### config.mk
export PLATFORM = sky130hd
export DESIGN_NAME = pafd_top
export DESIGN_NICKNAME = d
export VERILOG_FILES = /design/src/pafd_pkg.sv /design/src/pafd_agen_if.sv /design/src/pafd_top.sv /design/src/pafd_agen.sv
export SDC_FILE = /design/constraint.sdc
export NUM_CORES = 1
export LEC_CHECK = 0
export ABC_AREA = 0
export ABC_CLOCK_PERIOD_IN_PS = 800
export BUFFER_PORTS_ARGS = -buffer_cell sky130_fd_sc_hd__buf_2
export CAP_MARGIN = 0
export CORE_AREA = 5 5 248 250
export CTS_BUF_LIST = sky130_fd_sc_hd__clkbuf_2
export DETAILED_ROUTE_END_ITERATION = 10
export DIE_AREA = 0 0 253 255
export PLACE_DENSITY_LB_ADDON = 0.2
export REMOVE_ABC_BUFFERS = 1
export SYNTH_ARGS = -nofsm -noshare
export SYNTH_HDL_FRONTEND = slang
export SYNTH_SLANG_ARGS = --single-unit
export TNS_END_PERCENT = 20
### constraint.sdc
create_clock -name CLK -period 0.8 [get_ports CLK]
set_clock_uncertainty 0.05 [all_clocks]
set_input_delay 0.16 -clock CLK [delete_from_list [all_inputs] [get_ports CLK]]
set_output_delay 0.16 -clock CLK [all_outputs]
set_load 0.005 [all_outputs]
### src/pafd_pkg.sv
// package: field layouts, mode codes, size codes and instruction classes for pointer decode
package pafd_pkg;

  // ----------------------------------------------------------------
  // widths
  // ----------------------------------------------------------------
  localparam int PAFD_AW = 32;
  localparam int PAFD_NREG = 16;
  localparam int PAFD_RIDX_W = 4;
  localparam int PAFD_SPF_W = 5;
  localparam int PAFD_OPF_W = 12;
  localparam int PAFD_IMM_W = 8;

  // ----------------------------------------------------------------
  // short pointer field layout
  // ----------------------------------------------------------------
  localparam int SPF_MODE_MSB = 4;
  localparam int SPF_MODE_LSB = 2;
  localparam int SPF_SEL_MSB = 1;
  localparam int SPF_SEL_LSB = 0;
  localparam int SPF_IDX_BIT = 0;
  localparam logic [3:0] SHORT_BASE_FIRST = 4'h4;

  // ----------------------------------------------------------------
  // offset pointer field layout
  // ----------------------------------------------------------------
  localparam int OPF_BASE_MSB = 11;
  localparam int OPF_BASE_LSB = 8;
  localparam int OPF_IMM_MSB = 7;
  localparam int OPF_IMM_LSB = 0;
  localparam int OPF_IMM_SHIFT = 2;

  // ----------------------------------------------------------------
  // register numbers
  // ----------------------------------------------------------------
  localparam logic [3:0] FIRST_INDEX_REG = 4'h0;
  localparam logic [3:0] SECOND_INDEX_REG = 4'h1;
  localparam logic [3:0] STACK_POINTER_REG = 4'hF;

  // ----------------------------------------------------------------
  // short pointer modes
  // ----------------------------------------------------------------
  localparam logic [2:0] MODE_POST_IDX0 = 3'h0;
  localparam logic [2:0] MODE_POST_IDX1 = 3'h1;
  localparam logic [2:0] MODE_SCALED_IDX0 = 3'h2;
  localparam logic [2:0] MODE_SCALED_IDX1 = 3'h3;
  localparam logic [2:0] MODE_PLAIN = 3'h4;
  localparam logic [2:0] MODE_POST_INC = 3'h5;
  localparam logic [2:0] MODE_POST_DEC = 3'h6;
  localparam logic [2:0] MODE_PRE_DEC = 3'h7;

  // ----------------------------------------------------------------
  // access width codes (code is also the index shift)
  // ----------------------------------------------------------------
  localparam logic [1:0] SIZE_8 = 2'h0;
  localparam logic [1:0] SIZE_16 = 2'h1;
  localparam logic [1:0] SIZE_32 = 2'h2;
  localparam logic [1:0] SIZE_64 = 2'h3;
  localparam logic [3:0] STEP_8 = 4'h1;
  localparam logic [3:0] STEP_16 = 4'h2;
  localparam logic [3:0] STEP_32 = 4'h4;
  localparam logic [3:0] STEP_64 = 4'h8;

  // ----------------------------------------------------------------
  // instruction classes
  // ----------------------------------------------------------------
  localparam logic [2:0] CLS_LOAD = 3'h0;
  localparam logic [2:0] CLS_STORE = 3'h1;
  localparam logic [2:0] CLS_MOVE = 3'h2;
  localparam logic [2:0] CLS_LOGIC = 3'h3;
  localparam logic [2:0] CLS_OTHER = 3'h4;

  // request forms
  localparam logic FORM_SHORT = 1'b0;
  localparam logic FORM_OFFSET = 1'b1;

endpackage

### src/pafd_agen_if.sv
// interface: decoded short pointer request and generated address between decode and adder
`timescale 1ns/10ps
interface pafd_agen_if #(
  parameter int AW = 32
);
  logic [2:0] mode;
  logic [AW-1:0] base;
  logic [AW-1:0] index;
  logic [1:0] shift;
  logic [3:0] step;
  logic [AW-1:0] addr;
  logic [AW-1:0] new_base;
  logic base_wr;

  modport dec (output mode, output base, output index, output shift, output step,
    input addr, input new_base, input base_wr);
  modport agen (input mode, input base, input index, input shift, input step,
    output addr, output new_base, output base_wr);
endinterface

### src/pafd_top.sv
// pointer address field decode: short and offset pointer fields to access addresses
//
// Functional notes
// - five-bit short field, mode bits, plain indirect
// - short base limited to registers four-seven
// - mode 000: address base, base plus first index
// - mode 001: address base, base plus second index
// - modes 010/011: base plus scaled index, no update
// - mode 101: address base, then base plus step
// - mode 110: address base, then base minus step
// - mode 111: base minus step, then address
// - step and shift come from access width
// - byte: step one, shift zero
// - sixteen-bit: step two, shift one
// - thirty-two-bit: step four, shift two
// - sixty-four-bit: step eight, shift three
// - short field only in listed instruction classes
// - twelve-bit offset field, immediate offset only
// - offset base any register zero to fourteen
// - address base plus immediate times four
// - stack pointer base unusable, flagged fault
// - offset field only word copy, two fields
// - alignment left to memory, not enforced here
`timescale 1ns/10ps
module pafd_top
  import pafd_pkg::*;
#(
  parameter int AW = PAFD_AW
)
(
  // clock and reset
  input wire logic CLK,
  input wire logic RST_B,
  // request from instruction decode
  input wire logic REQ_VALID,
  input wire logic REQ_FORM,
  input wire logic [2:0] REQ_CLASS,
  input wire logic [1:0] REQ_SIZE,
  input wire logic [PAFD_SPF_W-1:0] REQ_SHORT_FIELD,
  input wire logic [PAFD_OPF_W-1:0] REQ_OFFSET_SRC,
  input wire logic [PAFD_OPF_W-1:0] REQ_OFFSET_DST,
  // address register file view
  input wire logic [PAFD_NREG-1:0][AW-1:0] AREG,
  // answer to data memory path
  output logic ADDR_VALID,
  output logic FAULT,
  output logic [AW-1:0] ADDR,
  output logic [AW-1:0] ADDR_DST,
  // base register write back
  output logic WB_EN,
  output logic [PAFD_RIDX_W-1:0] WB_IDX,
  output logic [AW-1:0] WB_DATA
);

  // ----------------------------------------------------------------
  // elaboration checks
  // ----------------------------------------------------------------
  // offset reach needs ten address bits
  if (AW < 10)
  begin : g_chk
    $error("pafd_top: AW must be at least 10");
  end

  typedef struct packed {
    logic valid;
    logic fault;
    logic [AW-1:0] addr;
    logic [AW-1:0] addr_dst;
    logic wb_en;
    logic [PAFD_RIDX_W-1:0] wb_idx;
    logic [AW-1:0] wb_data;
  } pafd_state_t;

  pafd_state_t st_q;
  pafd_state_t st_d;

  pafd_agen_if #(.AW(AW)) ag ();

  pafd_agen #(.AW(AW)) u_agen (
    .ag(ag)
  );

  // ----------------------------------------------------------------
  // short field decode
  // ----------------------------------------------------------------
  logic [2:0] sh_mode;
  logic [1:0] sh_sel;
  logic [PAFD_RIDX_W-1:0] sh_base_idx;
  logic [PAFD_RIDX_W-1:0] sh_index_idx;
  logic [AW-1:0] sh_base_val;
  logic [AW-1:0] sh_index_val;
  logic [3:0] step;
  logic class_ok;

  assign sh_mode = REQ_SHORT_FIELD[SPF_MODE_MSB:SPF_MODE_LSB];
  assign sh_sel = REQ_SHORT_FIELD[SPF_SEL_MSB:SPF_SEL_LSB];
  assign sh_base_idx = SHORT_BASE_FIRST + {2'b00, sh_sel};
  // even modes use the first index register, odd the second
  assign sh_index_idx = REQ_SHORT_FIELD[SPF_MODE_LSB + SPF_IDX_BIT] ?
    SECOND_INDEX_REG : FIRST_INDEX_REG;
  assign sh_base_val = AREG[sh_base_idx];
  assign sh_index_val = AREG[sh_index_idx];

  // width code doubles as the shift; only the step needs a table
  always_comb
  begin
    step = STEP_8;
    unique case (REQ_SIZE)
      SIZE_8: step = STEP_8;
      SIZE_16: step = STEP_16;
      SIZE_32: step = STEP_32;
      SIZE_64: step = STEP_64;
    endcase
  end

  // loads only at 32/64, logic ops only at 32, stores and moves at any width
  always_comb
  begin
    class_ok = 1'b0;
    unique case (REQ_CLASS)
      CLS_LOAD: class_ok = (REQ_SIZE == SIZE_32) || (REQ_SIZE == SIZE_64);
      CLS_STORE: class_ok = 1'b1;
      CLS_MOVE: class_ok = 1'b1;
      CLS_LOGIC: class_ok = (REQ_SIZE == SIZE_32);
      default: class_ok = 1'b0;
    endcase
  end

  assign ag.mode = sh_mode;
  assign ag.base = sh_base_val;
  assign ag.index = sh_index_val;
  assign ag.shift = REQ_SIZE;
  assign ag.step = step;

  // ----------------------------------------------------------------
  // offset field decode
  // ----------------------------------------------------------------
  logic [PAFD_RIDX_W-1:0] src_idx;
  logic [PAFD_RIDX_W-1:0] dst_idx;
  logic [PAFD_IMM_W-1:0] src_imm;
  logic [PAFD_IMM_W-1:0] dst_imm;
  logic [AW-1:0] src_val;
  logic [AW-1:0] dst_val;
  logic [AW-1:0] src_addr;
  logic [AW-1:0] dst_addr;
  logic off_op_ok;
  logic off_sp;

  assign src_idx = REQ_OFFSET_SRC[OPF_BASE_MSB:OPF_BASE_LSB];
  assign dst_idx = REQ_OFFSET_DST[OPF_BASE_MSB:OPF_BASE_LSB];
  assign src_imm = REQ_OFFSET_SRC[OPF_IMM_MSB:OPF_IMM_LSB];
  assign dst_imm = REQ_OFFSET_DST[OPF_IMM_MSB:OPF_IMM_LSB];
  assign src_val = AREG[src_idx];
  assign dst_val = AREG[dst_idx];
  // unsigned offset, base never written back; base alignment is software's job
  assign src_addr = src_val + (AW'(src_imm) << OPF_IMM_SHIFT);
  assign dst_addr = dst_val + (AW'(dst_imm) << OPF_IMM_SHIFT);
  assign off_op_ok = (REQ_CLASS == CLS_MOVE) && (REQ_SIZE == SIZE_32);
  assign off_sp = (src_idx == STACK_POINTER_REG) || (dst_idx == STACK_POINTER_REG);

  // ----------------------------------------------------------------
  // next state
  // ----------------------------------------------------------------
  always_comb
  begin
    st_d = '0;
    if (REQ_VALID)
    begin
      if (REQ_FORM == FORM_SHORT)
      begin
        if (class_ok)
        begin
          st_d.valid = 1'b1;
          st_d.addr = ag.addr;
          st_d.wb_en = ag.base_wr;
          st_d.wb_idx = sh_base_idx;
          st_d.wb_data = ag.new_base;
        end
        else
        begin
          st_d.fault = 1'b1;
        end
      end
      else
      begin
        if (off_op_ok && !off_sp)
        begin
          st_d.valid = 1'b1;
          st_d.addr = src_addr;
          st_d.addr_dst = dst_addr;
        end
        else
        begin
          st_d.fault = 1'b1;
        end
      end
    end
  end

  always_ff @(posedge CLK or negedge RST_B)
  begin
    if (!RST_B)
    begin
      st_q <= '0;
    end
    else
    begin
      st_q <= st_d;
    end
  end

  // ----------------------------------------------------------------
  // outputs
  // ----------------------------------------------------------------
  // low address bits pass untouched; the target memory aligns
  assign ADDR = st_q.addr;
  assign ADDR_DST = st_q.addr_dst;
  assign ADDR_VALID = st_q.valid;
  assign FAULT = st_q.fault;
  assign WB_EN = st_q.wb_en;
  assign WB_IDX = st_q.wb_idx;
  assign WB_DATA = st_q.wb_data;

  logic sh_go;
  logic off_go;
  assign sh_go = REQ_VALID && (REQ_FORM == FORM_SHORT) && class_ok;
  assign off_go = REQ_VALID && (REQ_FORM == FORM_OFFSET);
endmodule

### src/pafd_agen.sv
// short pointer address adder: access address and base update for the eight modes
`timescale 1ns/10ps
module pafd_agen
  import pafd_pkg::*;
#(
  parameter int AW = 32
)
(
  // decoded request and result
  pafd_agen_if.agen ag
);

  // ----------------------------------------------------------------
  // elaboration checks
  // ----------------------------------------------------------------
  if (AW < 8)
  begin : g_chk
    $error("pafd_agen: AW too small");
  end

  // ----------------------------------------------------------------
  // address arithmetic
  // ----------------------------------------------------------------
  always_comb
  begin
    ag.addr = ag.base;
    ag.new_base = ag.base;
    ag.base_wr = 1'b0;
    unique case (ag.mode)
      MODE_POST_IDX0, MODE_POST_IDX1:
      begin
        ag.new_base = ag.base + ag.index;
        ag.base_wr = 1'b1;
      end
      MODE_SCALED_IDX0, MODE_SCALED_IDX1:
      begin
        ag.addr = ag.base + (ag.index << ag.shift);
      end
      MODE_PLAIN:
      begin
        ag.addr = ag.base;
      end
      MODE_POST_INC:
      begin
        ag.new_base = ag.base + AW'(ag.step);
        ag.base_wr = 1'b1;
      end
      MODE_POST_DEC:
      begin
        ag.new_base = ag.base - AW'(ag.step);
        ag.base_wr = 1'b1;
      end
      MODE_PRE_DEC:
      begin
        ag.new_base = ag.base - AW'(ag.step);
        ag.addr = ag.base - AW'(ag.step);
        ag.base_wr = 1'b1;
      end
    endcase
  end

endmodule

==> results.yml <==
cts:
  cts_sinks: 102
  cts_root_buf: "clkbuf_2"
  tritoncts: "built"
  path_clk_slew_ps: 440
  clock_path_buffers: 2
  htreeDepth: 3
  cts_made_buffers: 9
yosys:
  syn-cell-area_mm2: 0.0201
  syn_inst: 1965
  ys_types: 88
  netlist_top_cells_count: "366 x mux4_2, 211 x nand2_1, 143 x nor2_1, 111 x o21ai_0, 102 x dfrtp_1"
  synth-simple-area-share_pct: 14.5
  synth_area_leaders: "mux4_2 41%, dfrtp_1 13%, ha_1 5.1%"
  synth-edff-count: 0
  synth_compound_area_share_pct: 14.2
  yosysTopAreaCellShare_pct: 41.0
  synth_top_area_cell: "mux4_2"
  ys_ff_latch: 102
  synthXorXnorAreaFrac_pct: 4.40
  ys_seq_area_share_pct: 12.7
  yosysWarnings: 0
  synth_most_common_cell: "mux4_2"
  synth_fa_ha_area_share_pct: 5.50
  synthArstFlopShare_pct: 100
  syn-mean-instance-area_um2: 10.2
  synth_top_family_by_area: "multiplexers"
  synthFlopType: "dfrtp_1"
  yosys-mux-area-fraction_pct: 44.0
critical_path:
  crit_end: "WB_DATA[21]"
  cp_max_fo: 6
  startpoint: "REQ_SHORT_FIELD[0]"
  cp-end-kind: "register"
  cp-start-kind: "input pin"
  cp_data_required_time_ps: 1480
  cp.arrival_ps: 3570
  critical_path_class: "in -> reg"
floorplan:
  rows: 89
  die_h_um: 255
  initial_utilization_pct: 34.2
  die_w_um: 253
  die_area_mm2: 0.0645
  pin_count: 653
  core-area_mm2: 0.0588
final_layout:
  area_growth_pct: 62.7
  fin_cells: 4019
  finish.instance_area_mm2: 0.0327
  drive_above_1_share_pct: 66.2
  final_nets: 3845
status:
  violations: "hold timing, setup timing"
  outcome: "finished, violations left"
sta:
  finalCriticalPeriod_ps: 2890
  holdWs_ps: -445
  slew_viol_final: 0
  timing.slew.headroom_pct: 59.6
  setup_viol: 203
  worstMarginPinSlew_ps: 603
  hold_viol: 132
  rsz0062_at_grt: "true"
  fmax_mhz: 346
  fin_crit_sh_pct: 361
  fin_ws_ps: -2090
  setup_tns_ps: -240790
global_route:
  grt_pass1_wl_mm: 173
  antenna_found_initial: 38
  grt_pass1_vias: 24933
  grt_max_degree: 59
  grt_usage_pct: 36.6
  grt-ovfl-total: 0
place:
  gp_congestion: 1.01
  pre_cts_slack_ps: -3440
  placed_cell_area_mm2: 0.0288
  io_buffers: 651
  post-place-cells: 3868
  hpwl_mm: 102
drt:
  ant_nets: 0
  wirelength_mm: 125
  viasPerCell: 6.17
  vias: 24789
  drt-pass1-iter-count: 6
  drcViolationCount: 0
  drt_iter0_drc: 2686
  wl_per_cell_um: 31.0
power_and_ir_drop:
  p_total_mw: 37.4
  leakagePower_nw: 14.7
  ir_drop_v: 0.000891
  cellPowerDensity_mw_per_mm2: 1140
worst_hold_path:
  min_from: "REQ_OFFSET_DST[0]"
  hp-class: "in -> reg"
job:
  max_cap_violations: 0
layout by cell type, fill, tap and decap left out, types with 13 or more instances in the layout:
master / count
buf_2: 629
buf_4: 625
mux4_2: 366
nand2_1: 179
nor2_1: 123
dfrtp_1: 101
buf_6: 75
o21ai_0: 61
a21oi_1: 59
mux2i_1: 51
xor2_1: 44
ha_1: 41
ha_4: 40
buf_12: 38
a21o_1: 37
a21oi_2: 37
nor3_1: 36
xnor2_1: 33
diode_2: 32
nand3_1: 31
inv_1: 30
nand2_2: 29
o21ai_1: 28
o21ai_2: 20
a22oi_1: 19
nor2b_1: 17
nor3_2: 17
nand4_1: 14
and3_1: 13
xnor2_2: 13
how the worst min path moves through the flow:
stage          slack [ps]           to  cells past startpoint
2_1_floorplan        -190      ADDR[0]                      0
3_3_place_gp          100      ADDR[5]                      2
3_5_place_dp          100      ADDR[5]                      2
4_1_cts              -470  ADDR_DST[2]                      3
5_1_grt              -470  ADDR_DST[2]                      3
6_report             -440  ADDR_DST[2]                      3
worst max-delay path, cell delays in order:
cell,delay [ps]
buf_12,120
buf_12,160
mux4_2,620
ha_4,260
and3_4,180
a221o_1,400
buf_6,150
a2111oi_4,300
a21oi_2,130
o41ai_2,430
o21ai_2,110
xor2_2,180
a222oi_1,240
nor2_1,100
metal layers:
metal	track usage [%]	wire (um)	vias up
met5	0	47	-
met3	7.13	11500	279
li1	-	-	10450
met2	59.5	58700	1509
met4	13.4	5900	8
met1	49.1	48400	12543
power breakdown:
group          leakage, nW  internal (mW)  switching [mW]  total, mW
Clock               0.0690          0.509            2.56       3.07
Combinational         13.2           14.6            14.3       28.9
Sequential            1.41           5.32          0.0641       5.38
Total                 14.7           20.4            16.9       37.4
final cells by class:
type                            instances  area [um2]
Antenna cell                           32        80.1
Inverter                               38         145
Multi-Input combinational cell       1659       18800
Tap cell                              773         967
Clock inverter                          7        61.3
Fill cell                            5306       26100
Clock buffer                            9        45.0
Sequential cell                       102        2550
Timing Repair Buffer                 1399       10000
registers in the layout, summed over array words and instances, names as in the netlist:
name,flops
ADDR_VALID,1
WB_IDX,3
ADDR_DST,32
ADDR,32
FAULT,1
WB_EN,1
WB_DATA,32
per-stage QoR:
stage	hold slack [ps]	utilization, %
after global routing	-467	55.7
after floorplan	-186	-
after CTS	-469	53.0
after global placement	95.2	49.0
final	-445	55.7
after detailed placement	97.3	49.0
kinds of logic (layout without fill, tap and decap cells):
logic type	count (synthesis)	count (layout)
fa+ha+maj	86	86
compound gates	436	436
other cells	1	33
flops	102	102
xor+xnor	101	101
mux	426	426
buf+inv	204	1453
simple gates	609	609
timing repair:
action | 4_1_cts | 5_1_grt
cloned | 4 | 3
hold buffers | 7 | 2
endpoints found under the setup margin | 204 | 233
resized for setup | 341 | 248
pin swaps | 145 | 151
setup buffers | 51 | 41
hold endpoints to repair | 174 | 136
No activity file was read; power rests on OpenSTA's default activity.
